**src/core/aux_pkg.sv**
```systemverilog
// Constants, register map and types of the auxiliary function handshake
// How it works
// RULE_01: Pending misc codes on slots, then strobe
// RULE_02: Per-code table picks before/after and wait
// RULE_03: Unlisted code: block start, await acknowledge
// RULE_04: Waiting group holds until acknowledge completes
// RULE_05: Non-waiting group strobes exactly one window
// RULE_06: Before group, motion, then after group
// RULE_07: Spindle code only with nonzero output type
// RULE_08: Spindle code at block start, acknowledged
// RULE_09: Tool code at block start, acknowledged
// RULE_10: Pocket code only in two magazine cases
// RULE_11: Tool change sends pocket code, acknowledged
// RULE_12: Strobes together share one acknowledge
// RULE_13: Controller drops acknowledge on seeing strobe
// RULE_14: Controller raises acknowledge when finished
// RULE_15: Acknowledge high beyond window drops strobes
// RULE_16: One window between strobe fall and rise
// RULE_17: Codes change only while strobes low
// RULE_18: Window timed by a cycle counter
package aux_pkg;

  // ----------------------------------------------------------------
  // Widths
  // ----------------------------------------------------------------
  localparam int DATA_W = 32;
  localparam int STRB_W = DATA_W / 8;
  localparam int ADDR_W = 8;
  localparam int M_SLOTS = 7;
  localparam int MIDX_W = 3;
  localparam int M_CODE_W = 8;
  localparam int S_CODE_W = 32;
  localparam int T_CODE_W = 16;
  localparam int WIN_W = 16;
  localparam int TBL_DEPTH = 8;
  localparam int TBL_IDX_W = 3;
  localparam int TBL_ENT_W = 11;
  localparam int CTRL_W = 5;
  localparam int BLK_W = 7;
  localparam int SPDL_W = 2;

  // ----------------------------------------------------------------
  // Timing
  // ----------------------------------------------------------------
  localparam int CLK_PERIOD_PS = 4000;
  localparam int MIN_WIN_NS = 100;
  localparam logic [WIN_W-1:0] MIN_WIN_CYC =
    WIN_W'((MIN_WIN_NS * 1000 + CLK_PERIOD_PS - 1) / CLK_PERIOD_PS);

  // ----------------------------------------------------------------
  // Register byte offsets
  // ----------------------------------------------------------------
  localparam logic [ADDR_W-1:0] OFS_CTRL = 8'h00;
  localparam logic [ADDR_W-1:0] OFS_WIN = 8'h04;
  localparam logic [ADDR_W-1:0] OFS_BLOCK = 8'h08;
  localparam logic [ADDR_W-1:0] OFS_SPEED = 8'h0C;
  localparam logic [ADDR_W-1:0] OFS_MSLOT = 8'h10;
  localparam logic [ADDR_W-1:0] OFS_TOOL = 8'h2C;
  localparam logic [ADDR_W-1:0] OFS_POCKET = 8'h30;
  localparam logic [ADDR_W-1:0] OFS_GO = 8'h34;
  localparam logic [ADDR_W-1:0] OFS_STATUS = 8'h38;
  localparam logic [ADDR_W-1:0] OFS_TABLE = 8'h40;

  // ----------------------------------------------------------------
  // Field positions
  // ----------------------------------------------------------------
  localparam int CTRL_SPDL_LSB = 0;
  localparam int CTRL_TC_CMD = 2;
  localparam int CTRL_RANDOM = 3;
  localparam int CTRL_SPECIAL = 4;
  localparam int BLK_MCNT_LSB = 0;
  localparam int BLK_HAS_S = 3;
  localparam int BLK_HAS_T = 4;
  localparam int BLK_HAS_TC = 5;
  localparam int BLK_MOTION = 6;
  localparam int GO_START = 0;
  localparam int STAT_BUSY = 0;
  localparam int STAT_ACK = 1;
  localparam int STAT_MOTION = 2;
  localparam int STAT_POST = 3;
  localparam int TBL_CODE_LSB = 0;
  localparam int TBL_AFTER = 8;
  localparam int TBL_WAIT = 9;
  localparam int TBL_VALID = 10;

  localparam logic [1:0] RESP_OKAY = 2'h0;
  localparam logic [1:0] RESP_SLVERR = 2'h2;

  typedef enum logic [1:0] {
    ST_IDLE,
    ST_GAP,
    ST_STROBE,
    ST_MOTION
  } seq_state_t;

endpackage

```
**src/core/aux_if.sv**
```systemverilog
// Interfaces between the sequencer, its window timers and function table
`timescale 1ns/1ps
interface win_timer_if;
  import aux_pkg::*;
  logic [WIN_W-1:0] cnt;
  logic clr;
  modport timer (input clr, output cnt);
  modport user (output clr, input cnt);
endinterface

interface m_table_if;
  import aux_pkg::*;
  logic wr_en;
  logic [TBL_IDX_W-1:0] wr_idx;
  logic [TBL_ENT_W-1:0] wr_data;
  logic [TBL_DEPTH-1:0][TBL_ENT_W-1:0] ent;
  logic [M_SLOTS-1:0][M_CODE_W-1:0] code;
  logic [M_SLOTS-1:0] hit;
  logic [M_SLOTS-1:0] after;
  logic [M_SLOTS-1:0] wait_ack;
  modport table_side (input wr_en, wr_idx, wr_data, code,
                      output ent, hit, after, wait_ack);
  modport user (output wr_en, wr_idx, wr_data, code,
                input ent, hit, after, wait_ack);
endinterface

```
**src/core/win_timer.sv**
```systemverilog
// Saturating cycle counter used to time the minimum window
`timescale 1ns/1ps
module win_timer (
  input wire logic ref_clk,
  input wire logic rst,
  win_timer_if.timer tm
);
  import aux_pkg::*;

  typedef struct packed {
    logic [WIN_W-1:0] cnt;
  } tmr_state_t;

  tmr_state_t s_r;
  tmr_state_t s_nxt;

  always_comb begin
    s_nxt = s_r;
    if (tm.clr) begin
      s_nxt.cnt = '0;
    end else if (s_r.cnt != '1) begin
      s_nxt.cnt = s_r.cnt + 1'b1; // RULE_18
    end
  end

  // Starts saturated so the first strobe after reset needs no gap
  always_ff @(posedge ref_clk) begin
    if (rst) begin
      s_r.cnt <= '1;
    end else begin
      s_r <= s_nxt;
    end
  end

  assign tm.cnt = s_r.cnt;
endmodule // win_timer

```
**src/core/m_table.sv**
```systemverilog
// Function table: per-code timing and acknowledge policy, looked up per slot
`timescale 1ns/1ps
module m_table (
  input wire logic ref_clk,
  input wire logic rst,
  m_table_if.table_side tb
);
  import aux_pkg::*;

  typedef struct packed {
    logic [TBL_DEPTH-1:0][TBL_ENT_W-1:0] ent;
  } tbl_state_t;

  tbl_state_t s_r;
  tbl_state_t s_nxt;

  always_comb begin
    s_nxt = s_r;
    if (tb.wr_en) begin
      s_nxt.ent[tb.wr_idx] = tb.wr_data;
    end
  end

  always_ff @(posedge ref_clk) begin
    if (rst) begin
      s_r <= '0;
    end else begin
      s_r <= s_nxt;
    end
  end

  assign tb.ent = s_r.ent;

  // Lowest matching entry wins on duplicate codes
  for (genvar g = 0; g < M_SLOTS; g++) begin : g_slot
    logic hit_g;
    logic after_g;
    logic wait_g;
    always_comb begin
      hit_g = 1'b0;
      after_g = 1'b0;
      wait_g = 1'b0;
      for (int e = TBL_DEPTH - 1; e >= 0; e--) begin
        if (s_r.ent[e][TBL_VALID] &&
            s_r.ent[e][TBL_CODE_LSB +: M_CODE_W] == tb.code[g]) begin
          hit_g = 1'b1; // RULE_02
          after_g = s_r.ent[e][TBL_AFTER];
          wait_g = s_r.ent[e][TBL_WAIT];
        end
      end
    end
    assign tb.hit[g] = hit_g;
    assign tb.after[g] = after_g;
    assign tb.wait_ack[g] = wait_g;
  end
endmodule // m_table

```
**src/core/aux_handshake.sv**
```systemverilog
// Sequencer of auxiliary function transfer with its AXI4-Lite registers
`timescale 1ns/1ps
module aux_handshake (
  input wire logic ref_clk,
  input wire logic rst,
  input wire logic [aux_pkg::ADDR_W-1:0] awaddr,
  input wire logic awvalid,
  output logic awready,
  input wire logic [aux_pkg::DATA_W-1:0] wdata,
  input wire logic [aux_pkg::STRB_W-1:0] wstrb,
  input wire logic wvalid,
  output logic wready,
  output logic [1:0] bresp,
  output logic bvalid,
  input wire logic bready,
  input wire logic [aux_pkg::ADDR_W-1:0] araddr,
  input wire logic arvalid,
  output logic arready,
  output logic [aux_pkg::DATA_W-1:0] rdata,
  output logic [1:0] rresp,
  output logic rvalid,
  input wire logic rready,
  output logic [aux_pkg::M_SLOTS-1:0][aux_pkg::M_CODE_W-1:0] misc_code_slot,
  output logic misc_code_valid,
  output logic [aux_pkg::S_CODE_W-1:0] spindle_speed_code,
  output logic spindle_code_valid,
  output logic [aux_pkg::T_CODE_W-1:0] tool_number_code,
  output logic tool_code_valid,
  output logic [aux_pkg::T_CODE_W-1:0] empty_pocket_code,
  output logic pocket_code_valid,
  input wire logic aux_done_ack,
  output logic motion_req,
  input wire logic motion_done
);
  import aux_pkg::*;

  // ----------------------------------------------------------------
  // State
  // ----------------------------------------------------------------
  typedef struct packed {
    seq_state_t st;
    logic post;
    logic grp_wait;
    logic ack_low_seen;
    logic pend_m;
    logic pend_s;
    logic pend_t;
    logic pend_t2;
    logic [CTRL_W-1:0] ctrl;
    logic [WIN_W-1:0] win;
    logic [BLK_W-1:0] blk;
    logic [S_CODE_W-1:0] speed;
    logic [M_SLOTS-1:0][M_CODE_W-1:0] mprog;
    logic [T_CODE_W-1:0] tool;
    logic [T_CODE_W-1:0] pocket;
    logic [M_SLOTS-1:0][M_CODE_W-1:0] m_out;
    logic m_v;
    logic [S_CODE_W-1:0] s_out;
    logic s_v;
    logic [T_CODE_W-1:0] t_out;
    logic t_v;
    logic [T_CODE_W-1:0] t2_out;
    logic t2_v;
    logic motion_req;
    logic aw_have;
    logic [ADDR_W-1:0] aw_addr;
    logic w_have;
    logic [DATA_W-1:0] w_data;
    logic [STRB_W-1:0] w_strb;
    logic awready;
    logic wready;
    logic bvalid;
    logic [1:0] bresp;
    logic arready;
    logic rvalid;
    logic [DATA_W-1:0] rdata;
    logic [1:0] rresp;
  } core_state_t;

  core_state_t s_r;
  core_state_t s_nxt;

  win_timer_if hold_if ();
  win_timer_if gap_if ();
  m_table_if tbl_if ();

  win_timer u_hold (
    .ref_clk(ref_clk),
    .rst(rst),
    .tm(hold_if.timer)
  );

  win_timer u_gap (
    .ref_clk(ref_clk),
    .rst(rst),
    .tm(gap_if.timer)
  );

  m_table u_table (
    .ref_clk(ref_clk),
    .rst(rst),
    .tb(tbl_if.table_side)
  );

  // ----------------------------------------------------------------
  // Register access helpers
  // ----------------------------------------------------------------
  function automatic logic [DATA_W-1:0] merge_bytes(
      input logic [DATA_W-1:0] old,
      input logic [DATA_W-1:0] d,
      input logic [STRB_W-1:0] st);
    logic [DATA_W-1:0] r;
    r = old;
    for (int b = 0; b < STRB_W; b++) begin
      if (st[b]) begin
        r[b*8 +: 8] = d[b*8 +: 8];
      end
    end
    return r;
  endfunction

  // Word index of a in an array of n words at base, or n when outside
  function automatic int arr_idx(
      input logic [ADDR_W-1:0] a,
      input logic [ADDR_W-1:0] base,
      input int n);
    logic [ADDR_W-1:0] off;
    int i;
    off = a - base;
    i = int'(off[ADDR_W-1:2]);
    if (a < base || i >= n) begin
      i = n;
    end
    return i;
  endfunction

  // Bit DATA_W flags a mapped address
  function automatic logic [DATA_W:0] read_word(
      input logic [ADDR_W-1:0] a,
      input core_state_t st,
      input logic ack,
      input logic [TBL_DEPTH-1:0][TBL_ENT_W-1:0] ents);
    logic [DATA_W:0] r;
    int mi;
    int ti;
    r = '0;
    r[DATA_W] = 1'b1;
    mi = arr_idx(a, OFS_MSLOT, M_SLOTS);
    ti = arr_idx(a, OFS_TABLE, TBL_DEPTH);
    if (a == OFS_CTRL) begin
      r[CTRL_W-1:0] = st.ctrl;
    end else if (a == OFS_WIN) begin
      r[WIN_W-1:0] = st.win;
    end else if (a == OFS_BLOCK) begin
      r[BLK_W-1:0] = st.blk;
    end else if (a == OFS_SPEED) begin
      r[S_CODE_W-1:0] = st.speed;
    end else if (a == OFS_TOOL) begin
      r[T_CODE_W-1:0] = st.tool;
    end else if (a == OFS_POCKET) begin
      r[T_CODE_W-1:0] = st.pocket;
    end else if (a == OFS_GO) begin
      r[GO_START] = 1'b0;
    end else if (a == OFS_STATUS) begin
      r[STAT_BUSY] = (st.st != ST_IDLE);
      r[STAT_ACK] = ack;
      r[STAT_MOTION] = st.motion_req;
      r[STAT_POST] = st.post;
    end else if (mi < M_SLOTS) begin
      r[M_CODE_W-1:0] = st.mprog[mi];
    end else if (ti < TBL_DEPTH) begin
      r[TBL_ENT_W-1:0] = ents[ti];
    end else begin
      r[DATA_W] = 1'b0;
    end
    return r;
  endfunction

  // ----------------------------------------------------------------
  // Next state
  // ----------------------------------------------------------------
  always_comb begin
    logic [M_SLOTS-1:0] sel;
    logic [M_SLOTS-1:0][M_CODE_W-1:0] packed_codes;
    logic [MIDX_W-1:0] mcnt;
    logic [WIN_W-1:0] win_m1;
    logic [DATA_W:0] rv;
    logic [DATA_W-1:0] wv;
    logic [ADDR_W-1:0] wa;
    logic want_post;
    logic after_fn;
    logic m_wait;
    logic s_go;
    logic t_go;
    logic t2_go;
    logic grp_any;
    logic grp_wait;
    logic start;
    logic idle;
    logic drop;
    int k;
    int mi;
    int ti;
    sel = '0;
    packed_codes = '0;
    mcnt = s_r.blk[BLK_MCNT_LSB +: MIDX_W];
    win_m1 = (s_r.win == '0) ? '0 : s_r.win - 1'b1;
    rv = '0;
    wv = '0;
    wa = {s_r.aw_addr[ADDR_W-1:2], 2'h0};
    want_post = (s_r.st == ST_MOTION);
    after_fn = 1'b0;
    m_wait = 1'b0;
    start = 1'b0;
    idle = (s_r.st == ST_IDLE);
    drop = 1'b0;
    k = 0;
    mi = 0;
    ti = 0;
    s_nxt = s_r;
    tbl_if.wr_en = 1'b0;
    tbl_if.wr_idx = '0;
    tbl_if.wr_data = '0;
    tbl_if.code = s_r.mprog;

    // --------------------------------------------------------------
    // AXI4-Lite write channel
    // --------------------------------------------------------------
    if (awvalid && s_r.awready) begin
      s_nxt.aw_have = 1'b1;
      s_nxt.aw_addr = awaddr;
    end
    if (wvalid && s_r.wready) begin
      s_nxt.w_have = 1'b1;
      s_nxt.w_data = wdata;
      s_nxt.w_strb = wstrb;
    end
    if (s_r.bvalid && bready) begin
      s_nxt.bvalid = 1'b0;
    end
    if (s_r.aw_have && s_r.w_have && !s_r.bvalid) begin
      rv = read_word(wa, s_r, aux_done_ack, tbl_if.ent);
      wv = merge_bytes(rv[DATA_W-1:0], s_r.w_data, s_r.w_strb);
      mi = arr_idx(wa, OFS_MSLOT, M_SLOTS);
      ti = arr_idx(wa, OFS_TABLE, TBL_DEPTH);
      s_nxt.aw_have = 1'b0;
      s_nxt.w_have = 1'b0;
      s_nxt.bvalid = 1'b1;
      s_nxt.bresp = rv[DATA_W] ? RESP_OKAY : RESP_SLVERR;
      // Block contents are frozen while a block runs
      if (wa == OFS_CTRL) begin
        s_nxt.ctrl = wv[CTRL_W-1:0];
      end else if (wa == OFS_WIN) begin
        s_nxt.win = wv[WIN_W-1:0]; // RULE_18
      end else if (wa == OFS_BLOCK && idle) begin
        s_nxt.blk = wv[BLK_W-1:0];
      end else if (wa == OFS_SPEED && idle) begin
        s_nxt.speed = wv[S_CODE_W-1:0];
      end else if (wa == OFS_TOOL && idle) begin
        s_nxt.tool = wv[T_CODE_W-1:0];
      end else if (wa == OFS_POCKET && idle) begin
        s_nxt.pocket = wv[T_CODE_W-1:0];
      end else if (wa == OFS_GO) begin
        start = wv[GO_START] && idle;
      end else if (mi < M_SLOTS && idle) begin
        s_nxt.mprog[mi] = wv[M_CODE_W-1:0];
      end else if (ti < TBL_DEPTH) begin
        tbl_if.wr_en = 1'b1;
        tbl_if.wr_idx = TBL_IDX_W'(ti);
        tbl_if.wr_data = wv[TBL_ENT_W-1:0];
      end
    end
    s_nxt.awready = !s_nxt.aw_have && !s_nxt.bvalid;
    s_nxt.wready = !s_nxt.w_have && !s_nxt.bvalid;

    // --------------------------------------------------------------
    // AXI4-Lite read channel
    // --------------------------------------------------------------
    if (s_r.rvalid && rready) begin
      s_nxt.rvalid = 1'b0;
    end
    if (arvalid && s_r.arready) begin
      rv = read_word({araddr[ADDR_W-1:2], 2'h0}, s_r, aux_done_ack,
                     tbl_if.ent);
      s_nxt.rvalid = 1'b1;
      s_nxt.rdata = rv[DATA_W-1:0];
      s_nxt.rresp = rv[DATA_W] ? RESP_OKAY : RESP_SLVERR;
    end
    s_nxt.arready = !s_nxt.rvalid;

    // --------------------------------------------------------------
    // Group selection for the phase about to be loaded
    // --------------------------------------------------------------
    for (int i = 0; i < M_SLOTS; i++) begin
      if (MIDX_W'(i) < mcnt) begin
        after_fn = tbl_if.hit[i] && tbl_if.after[i]; // RULE_02 RULE_03
        sel[i] = want_post ? after_fn : !after_fn; // RULE_06
        if (sel[i] && (!tbl_if.hit[i] || tbl_if.wait_ack[i])) begin
          m_wait = 1'b1; // RULE_03
        end
      end
    end
    for (int i = 0; i < M_SLOTS; i++) begin
      if (sel[i]) begin
        packed_codes[k] = s_r.mprog[i]; // RULE_01
        k++;
      end
    end
    s_go = !want_post && s_r.blk[BLK_HAS_S] &&
           (s_r.ctrl[CTRL_SPDL_LSB +: SPDL_W] != '0); // RULE_07
    t_go = !want_post && s_r.blk[BLK_HAS_T]; // RULE_09
    t2_go = !want_post && s_r.blk[BLK_HAS_TC] &&
            ((s_r.ctrl[CTRL_TC_CMD] && !s_r.ctrl[CTRL_RANDOM]) ||
             (s_r.ctrl[CTRL_RANDOM] && s_r.ctrl[CTRL_SPECIAL])); // RULE_10
    grp_any = (|sel) || s_go || t_go || t2_go;
    grp_wait = m_wait || s_go || t_go || t2_go; // RULE_08 RULE_11

    // --------------------------------------------------------------
    // Sequencer
    // --------------------------------------------------------------
    unique case (s_r.st)
      ST_IDLE: begin
        if (start) begin
          s_nxt.post = 1'b0;
          if (grp_any) begin
            s_nxt.st = ST_GAP;
          end else begin
            s_nxt.st = ST_MOTION;
            s_nxt.motion_req = s_r.blk[BLK_MOTION];
          end
        end
      end
      ST_GAP: begin
        if (gap_if.cnt >= win_m1) begin
          s_nxt.m_v = s_r.pend_m; // RULE_01 RULE_12
          s_nxt.s_v = s_r.pend_s;
          s_nxt.t_v = s_r.pend_t;
          s_nxt.t2_v = s_r.pend_t2;
          s_nxt.ack_low_seen = 1'b0;
          s_nxt.st = ST_STROBE;
        end
      end
      ST_STROBE: begin
        if (!aux_done_ack) begin
          s_nxt.ack_low_seen = 1'b1; // RULE_13
        end
        if (s_r.grp_wait) begin
          drop = s_r.ack_low_seen && aux_done_ack &&
                 (hold_if.cnt >= s_r.win); // RULE_04 RULE_14 RULE_15
        end else begin
          drop = (hold_if.cnt >= win_m1); // RULE_05
        end
        if (drop) begin
          s_nxt.m_v = 1'b0; // RULE_15
          s_nxt.s_v = 1'b0;
          s_nxt.t_v = 1'b0;
          s_nxt.t2_v = 1'b0;
          if (s_r.post) begin
            s_nxt.st = ST_IDLE;
          end else begin
            s_nxt.st = ST_MOTION; // RULE_06
            s_nxt.motion_req = s_r.blk[BLK_MOTION];
          end
        end
      end
      ST_MOTION: begin
        if (!s_r.motion_req || motion_done) begin
          s_nxt.motion_req = 1'b0;
          s_nxt.post = 1'b1;
          s_nxt.st = grp_any ? ST_GAP : ST_IDLE; // RULE_06
        end
      end
    endcase

    // Codes load only on entry to the gap, while every strobe is low
    if (s_nxt.st == ST_GAP && s_r.st != ST_GAP) begin
      s_nxt.m_out = packed_codes; // RULE_17
      s_nxt.pend_m = |sel;
      s_nxt.pend_s = s_go;
      s_nxt.pend_t = t_go;
      s_nxt.pend_t2 = t2_go;
      s_nxt.grp_wait = grp_wait;
      if (s_go) begin
        s_nxt.s_out = s_r.speed; // RULE_08
      end
      if (t_go) begin
        s_nxt.t_out = s_r.tool; // RULE_09
      end
      if (t2_go) begin
        s_nxt.t2_out = s_r.pocket; // RULE_11
      end
    end

    // Hold timer restarts on strobe rise and on every low acknowledge of a waiting group
    hold_if.clr = (s_r.st != ST_STROBE) ||
                  (s_r.grp_wait && !aux_done_ack); // RULE_18
    gap_if.clr = drop; // RULE_16
  end

  // ----------------------------------------------------------------
  // State register
  // ----------------------------------------------------------------
  always_ff @(posedge ref_clk) begin
    if (rst) begin
      s_r <= '0;
      s_r.st <= ST_IDLE;
      s_r.win <= MIN_WIN_CYC;
    end else begin
      s_r <= s_nxt;
    end
  end

  // ----------------------------------------------------------------
  // Outputs
  // ----------------------------------------------------------------
  assign awready = s_r.awready;
  assign wready = s_r.wready;
  assign bresp = s_r.bresp;
  assign bvalid = s_r.bvalid;
  assign arready = s_r.arready;
  assign rdata = s_r.rdata;
  assign rresp = s_r.rresp;
  assign rvalid = s_r.rvalid;
  assign misc_code_slot = s_r.m_out;
  assign misc_code_valid = s_r.m_v;
  assign spindle_speed_code = s_r.s_out;
  assign spindle_code_valid = s_r.s_v;
  assign tool_number_code = s_r.t_out;
  assign tool_code_valid = s_r.t_v;
  assign empty_pocket_code = s_r.t2_out;
  assign pocket_code_valid = s_r.t2_v;
  assign motion_req = s_r.motion_req;

endmodule // aux_handshake

```
**config.mk**
```make
export PLATFORM = sky130hd
export DESIGN_NAME = aux_handshake
export DESIGN_NICKNAME = d
export VERILOG_FILES = /design/src/core/aux_pkg.sv /design/src/core/aux_if.sv /design/src/core/win_timer.sv /design/src/core/m_table.sv /design/src/core/aux_handshake.sv
export SDC_FILE = /design/constraint.sdc
export NUM_CORES = 2
export LEC_CHECK = 0
export BUFFER_PORTS_ARGS = -buffer_cell sky130_fd_sc_hd__buf_4
export CAP_MARGIN = 20
export CELL_PAD_IN_SITES_DETAIL_PLACEMENT = 1
export CELL_PAD_IN_SITES_GLOBAL_PLACEMENT = 2
export CORE_UTILIZATION = 40
export DETAILED_ROUTE_END_ITERATION = 8
export PLACE_DENSITY = 0.95
export SLEW_MARGIN = 20
export SYNTH_ARGS = -nofsm -noshare
export SYNTH_HDL_FRONTEND = slang
export SYNTH_SLANG_ARGS = --single-unit
```
**constraint.sdc**
```tcl
create_clock -name ref_clk -period 17.4 [get_ports ref_clk]
set_clock_uncertainty 0.05 [all_clocks]
set_input_delay 4.35 -clock ref_clk [delete_from_list [all_inputs] [get_ports ref_clk]]
set_output_delay 4.35 -clock ref_clk [all_outputs]
set_load 0.05 [all_outputs]
```
==> flow_summary.json <==
{
  "status": "completed",
  "design_area_mm2": 0.0383,
  "setup_violations": 0,
  "port-buffer-count": 220,
  "async_flop_share": 0,
  "seq_power_share": 0.434,
  "layout_min_cycle_time_ns": 9.46,
  "globalRouteOverflowTotal": 0,
  "io_pins": 227,
  "critPathLaunchType": "flop",
  "drt_iter0_drc": 3863,
  "relSlewSlack": 0.241,
  "synth_area_leaders": "dfxtp_1 27%, xnor2_1 8.1%, mux2i_1 6.2%",
  "worstPathArrival_ns": 9.89,
  "cp_slowest_cell": "dfxtp_1",
  "gp_congestion": 1.04,
  "r2r_end": "misc_code_slot[31]$_SDFFE_PP0P_",
  "vias_per_cell": 6.36,
  "mappedNetlistArea_mm2": 0.0355,
  "fillers": 10659,
  "clockPowerShare": 0.406,
  "holdWs_ns": 0.400,
  "ctsResizeCount": 0,
  "coreArea_mm2": 0.0873,
  "avgSynthCellArea_um2": 7.88,
  "htreeDepth": 2,
  "max_cap_viol_count": 0,
  "p_comb_frac": 0.160,
  "worstHoldPathCells": 2,
  "synth.top_cell.area_share": 0.273,
  "hp-class": "flop to flop",
  "fp.dieW_um": 300,
  "ys_ff_latch": 485,
  "yosysTopAreaCell": "dfxtp_1",
  "tightest_slew_ns": 1.13,
  "grt_start_max_net_pins": 98,
  "critical_path_class": "flop to flop",
  "cp-startpoint": "u_table.tb.ent[49]$_SDFFE_PP0P_",
  "rows": 108,
  "synthCells": 4504,
  "clk_pin_slew_ns": 0.06,
  "synthTopCellsByCount": "547 x nand2_1, 485 x dfxtp_1, 375 x nor2_1",
  "max-clock-path-buffers": 3,
  "seqCellArea_mm2": 0.00971,
  "swShare": 0.305,
  "synthToLayoutAreaGrowth_pct": 7.99,
  "synth_edf_count": 0,
  "yosysUniqueCellTypes": 97,
  "wirelength_mm": 156,
  "multi_input_area_mm2": 0.0226,
  "path_max_fanout": 12,
  "peakVddDrop_v": 0.0000740,
  "final_antenna_net_count": 0,
  "dpl.hpwl_mm": 110,
  "p_int_uw": 1890,
  "path_common_cell": "ha_1",
  "clock.fmax_ghz": 0.106,
  "p_sw_uw": 832,
  "cts_tree": "done",
  "insertion_delay_ns": 0.67,
  "cts-root-buf": "clkbuf_16",
  "hold_buffers": 0,
  "maxSlewViolCount": 0,
  "rsz0062_at_grt": "no",
  "worstHoldStart": "misc_code_slot[34]$_SDFFE_PP0P_",
  "worstSetupEndpointType": "flop",
  "r2r_slack_ns": 7.94,
  "numCtsBuffers": 52,
  "wl_per_cell_um": 28.2,
  "rr_startpoint": "u_table.tb.ent[49]$_SDFFE_PP0P_",
  "vias": 35135,
  "finalHoldViolations": 0,
  "reg2reg_depth": 27,
  "slowest_delay_ns": 0.95,
  "grt_usage": 0.335,
  "drt-pass1-iter-count": 6,
  "post_cts_buffers": 0,
  "setup_tns_ns": 0,
  "worstPathRequired_ns": 17.83,
  "fp.dieH_um": 300,
  "cts_sinks": 485,
  "fin_crit_sh": 0.544,
  "place_area_mm2": 0.0367,
  "antenna_found_initial": 3,
  "dieArea_mm2": 0.0900,
  "hold_path_end": "misc_code_slot[34]$_SDFFE_PP0P_",
  "p_leak_uw": 0.0147,
  "synthFlopType": "dfxtp_1",
  "drcViolationCount": 0,
  "drive_above_1_share": 0.141,
  "yosysWarnings": 0,
  "synth.most_common_cell": "nand2_1",
  "layout.nets": 4467,
  "final_core_util": 0.439,
  "start_util": 0.407,
  "seq_area_frac_synth": 0.273,
  "p_per_area_mw_per_mm2": 71.0,
  "grt_pass1_vias": 35043,
  "grt_pass1_wl_mm": 228
}
metal layers:
metal | up-vias | global-route usage | part of all wire
met5 | - | 0 | 0.00012
met4 | 4 | 0.203 | 0.067
met3 | 588 | 0.0812 | 0.10
met2 | 1959 | 0.519 | 0.44
met1 | 17291 | 0.419 | 0.39
li1 | 15293 | - | -
power by group through the flow:
stage          Combinational, µW  Sequential [µW]  Clock [µW]
6_report                     436             1180        1100
5_1_grt                      476             1190        1160
2_1_floorplan                292             1190           0
3_5_place_dp                 426             1210           0
3_3_place_gp                 413             1200           0
4_1_cts                      429             1180        1120
registers in the layout (all words and copies together), names as in the netlist, 16 cells and up:
signal and count:
s_r 201, u_table.tb.ent 88, misc_code_slot 56, rdata 32, spindle_speed_code 32, empty_pocket_code 16
tool_number_code 16, u_gap.tm.cnt 16, u_hold.tm.cnt 16
worst max-delay path by stage:
stage / endpoint / cells after the start / slack [ns]
after global routing: misc_code_slot[7]$_SDFFE_PP0P_ / 23 / 7.80
after detailed placement: misc_code_slot[31]$_SDFFE_PP0P_ / 23 / 8.38
after CTS: misc_code_slot[31]$_SDFFE_PP0P_ / 23 / 8.34
final: misc_code_slot[31]$_SDFFE_PP0P_ / 27 / 7.94
after global placement: misc_code_slot[31]$_SDFFE_PP0P_ / 23 / 8.46
after floorplan: rdata[8]$_SDFFE_PP0P_ / 14 / 10.19
cells in the final DEF, fill, tap and decap left out, types with 19 or more instances in the layout:
cell / count
ha_1: 74
xor2_1: 162
o21bai_1: 33
nor2_1: 374
xnor2_1: 329
a22o_1: 21
mux4_2: 19
nand2_1: 547
mux2_2: 102
nor4_1: 46
a31oi_1: 23
o21ai_0: 111
and3_1: 36
mux2i_1: 219
buf_4: 351
dfxtp_1: 483
nor2b_1: 29
nand4_1: 94
a21o_1: 26
o21ai_1: 59
inv_1: 77
a21oi_1: 258
and2_1: 24
clkbuf_16: 53
a211oi_1: 123
a22oi_1: 28
o211ai_1: 19
nor3_1: 117
nand3_1: 141
a221oi_1: 57
through the flow:
step           setup slack [ns]  std cells  power (µW)
6_report                   7.94       5527        2720
5_1_grt                    7.80       5525        2820
4_1_cts                    8.34       5525        2730
3_5_place_dp               8.38       5432        1630
3_3_place_gp               8.46       5431        1620
2_1_floorplan             10.19       4505        1480
layout make-up:
cell class              instances  area share
flip-flops and latches        485       0.253
clock inverters                20     0.00499
repair buffers                352      0.0691
well taps                    1155      0.0377
clock buffers                  73      0.0384
diodes                          2    0.000131
inverters                      81     0.00793
multi-input cells            3359       0.588
worst max-delay path: cells and delay by family, from the launching register on:
| kind | cells | cell delay [ns] |
|---|---|---|
| flip-flops | 1 | 0.95 |
| multiplexers | 3 | 1.29 |
| buffers and inverters | 4 | 0.54 |
| AND/OR/NAND/NOR | 7 | 2.73 |
| XOR/XNOR | 2 | 0.26 |
| AO/OA/AOI/OAI | 7 | 2.22 |
| adder cells (fa/ha/maj) | 4 | 1.21 |
kinds of logic (layout without fill, tap and decap cells):
logic type	after synthesis	in the layout	share of synthesized area
muxes	341	341	0.107
xor gates and xnor gates	497	497	0.125
and+or+nand+nor	1508	1508	0.195
DFF	485	485	0.273
adders and majority gates	75	75	0.0266
AOI/OAI and AO/OA	936	936	0.179
other	1	4	0.000106
buffers and inverters	661	526	0.0944
No activity file was read; power rests on OpenSTA's default activity.
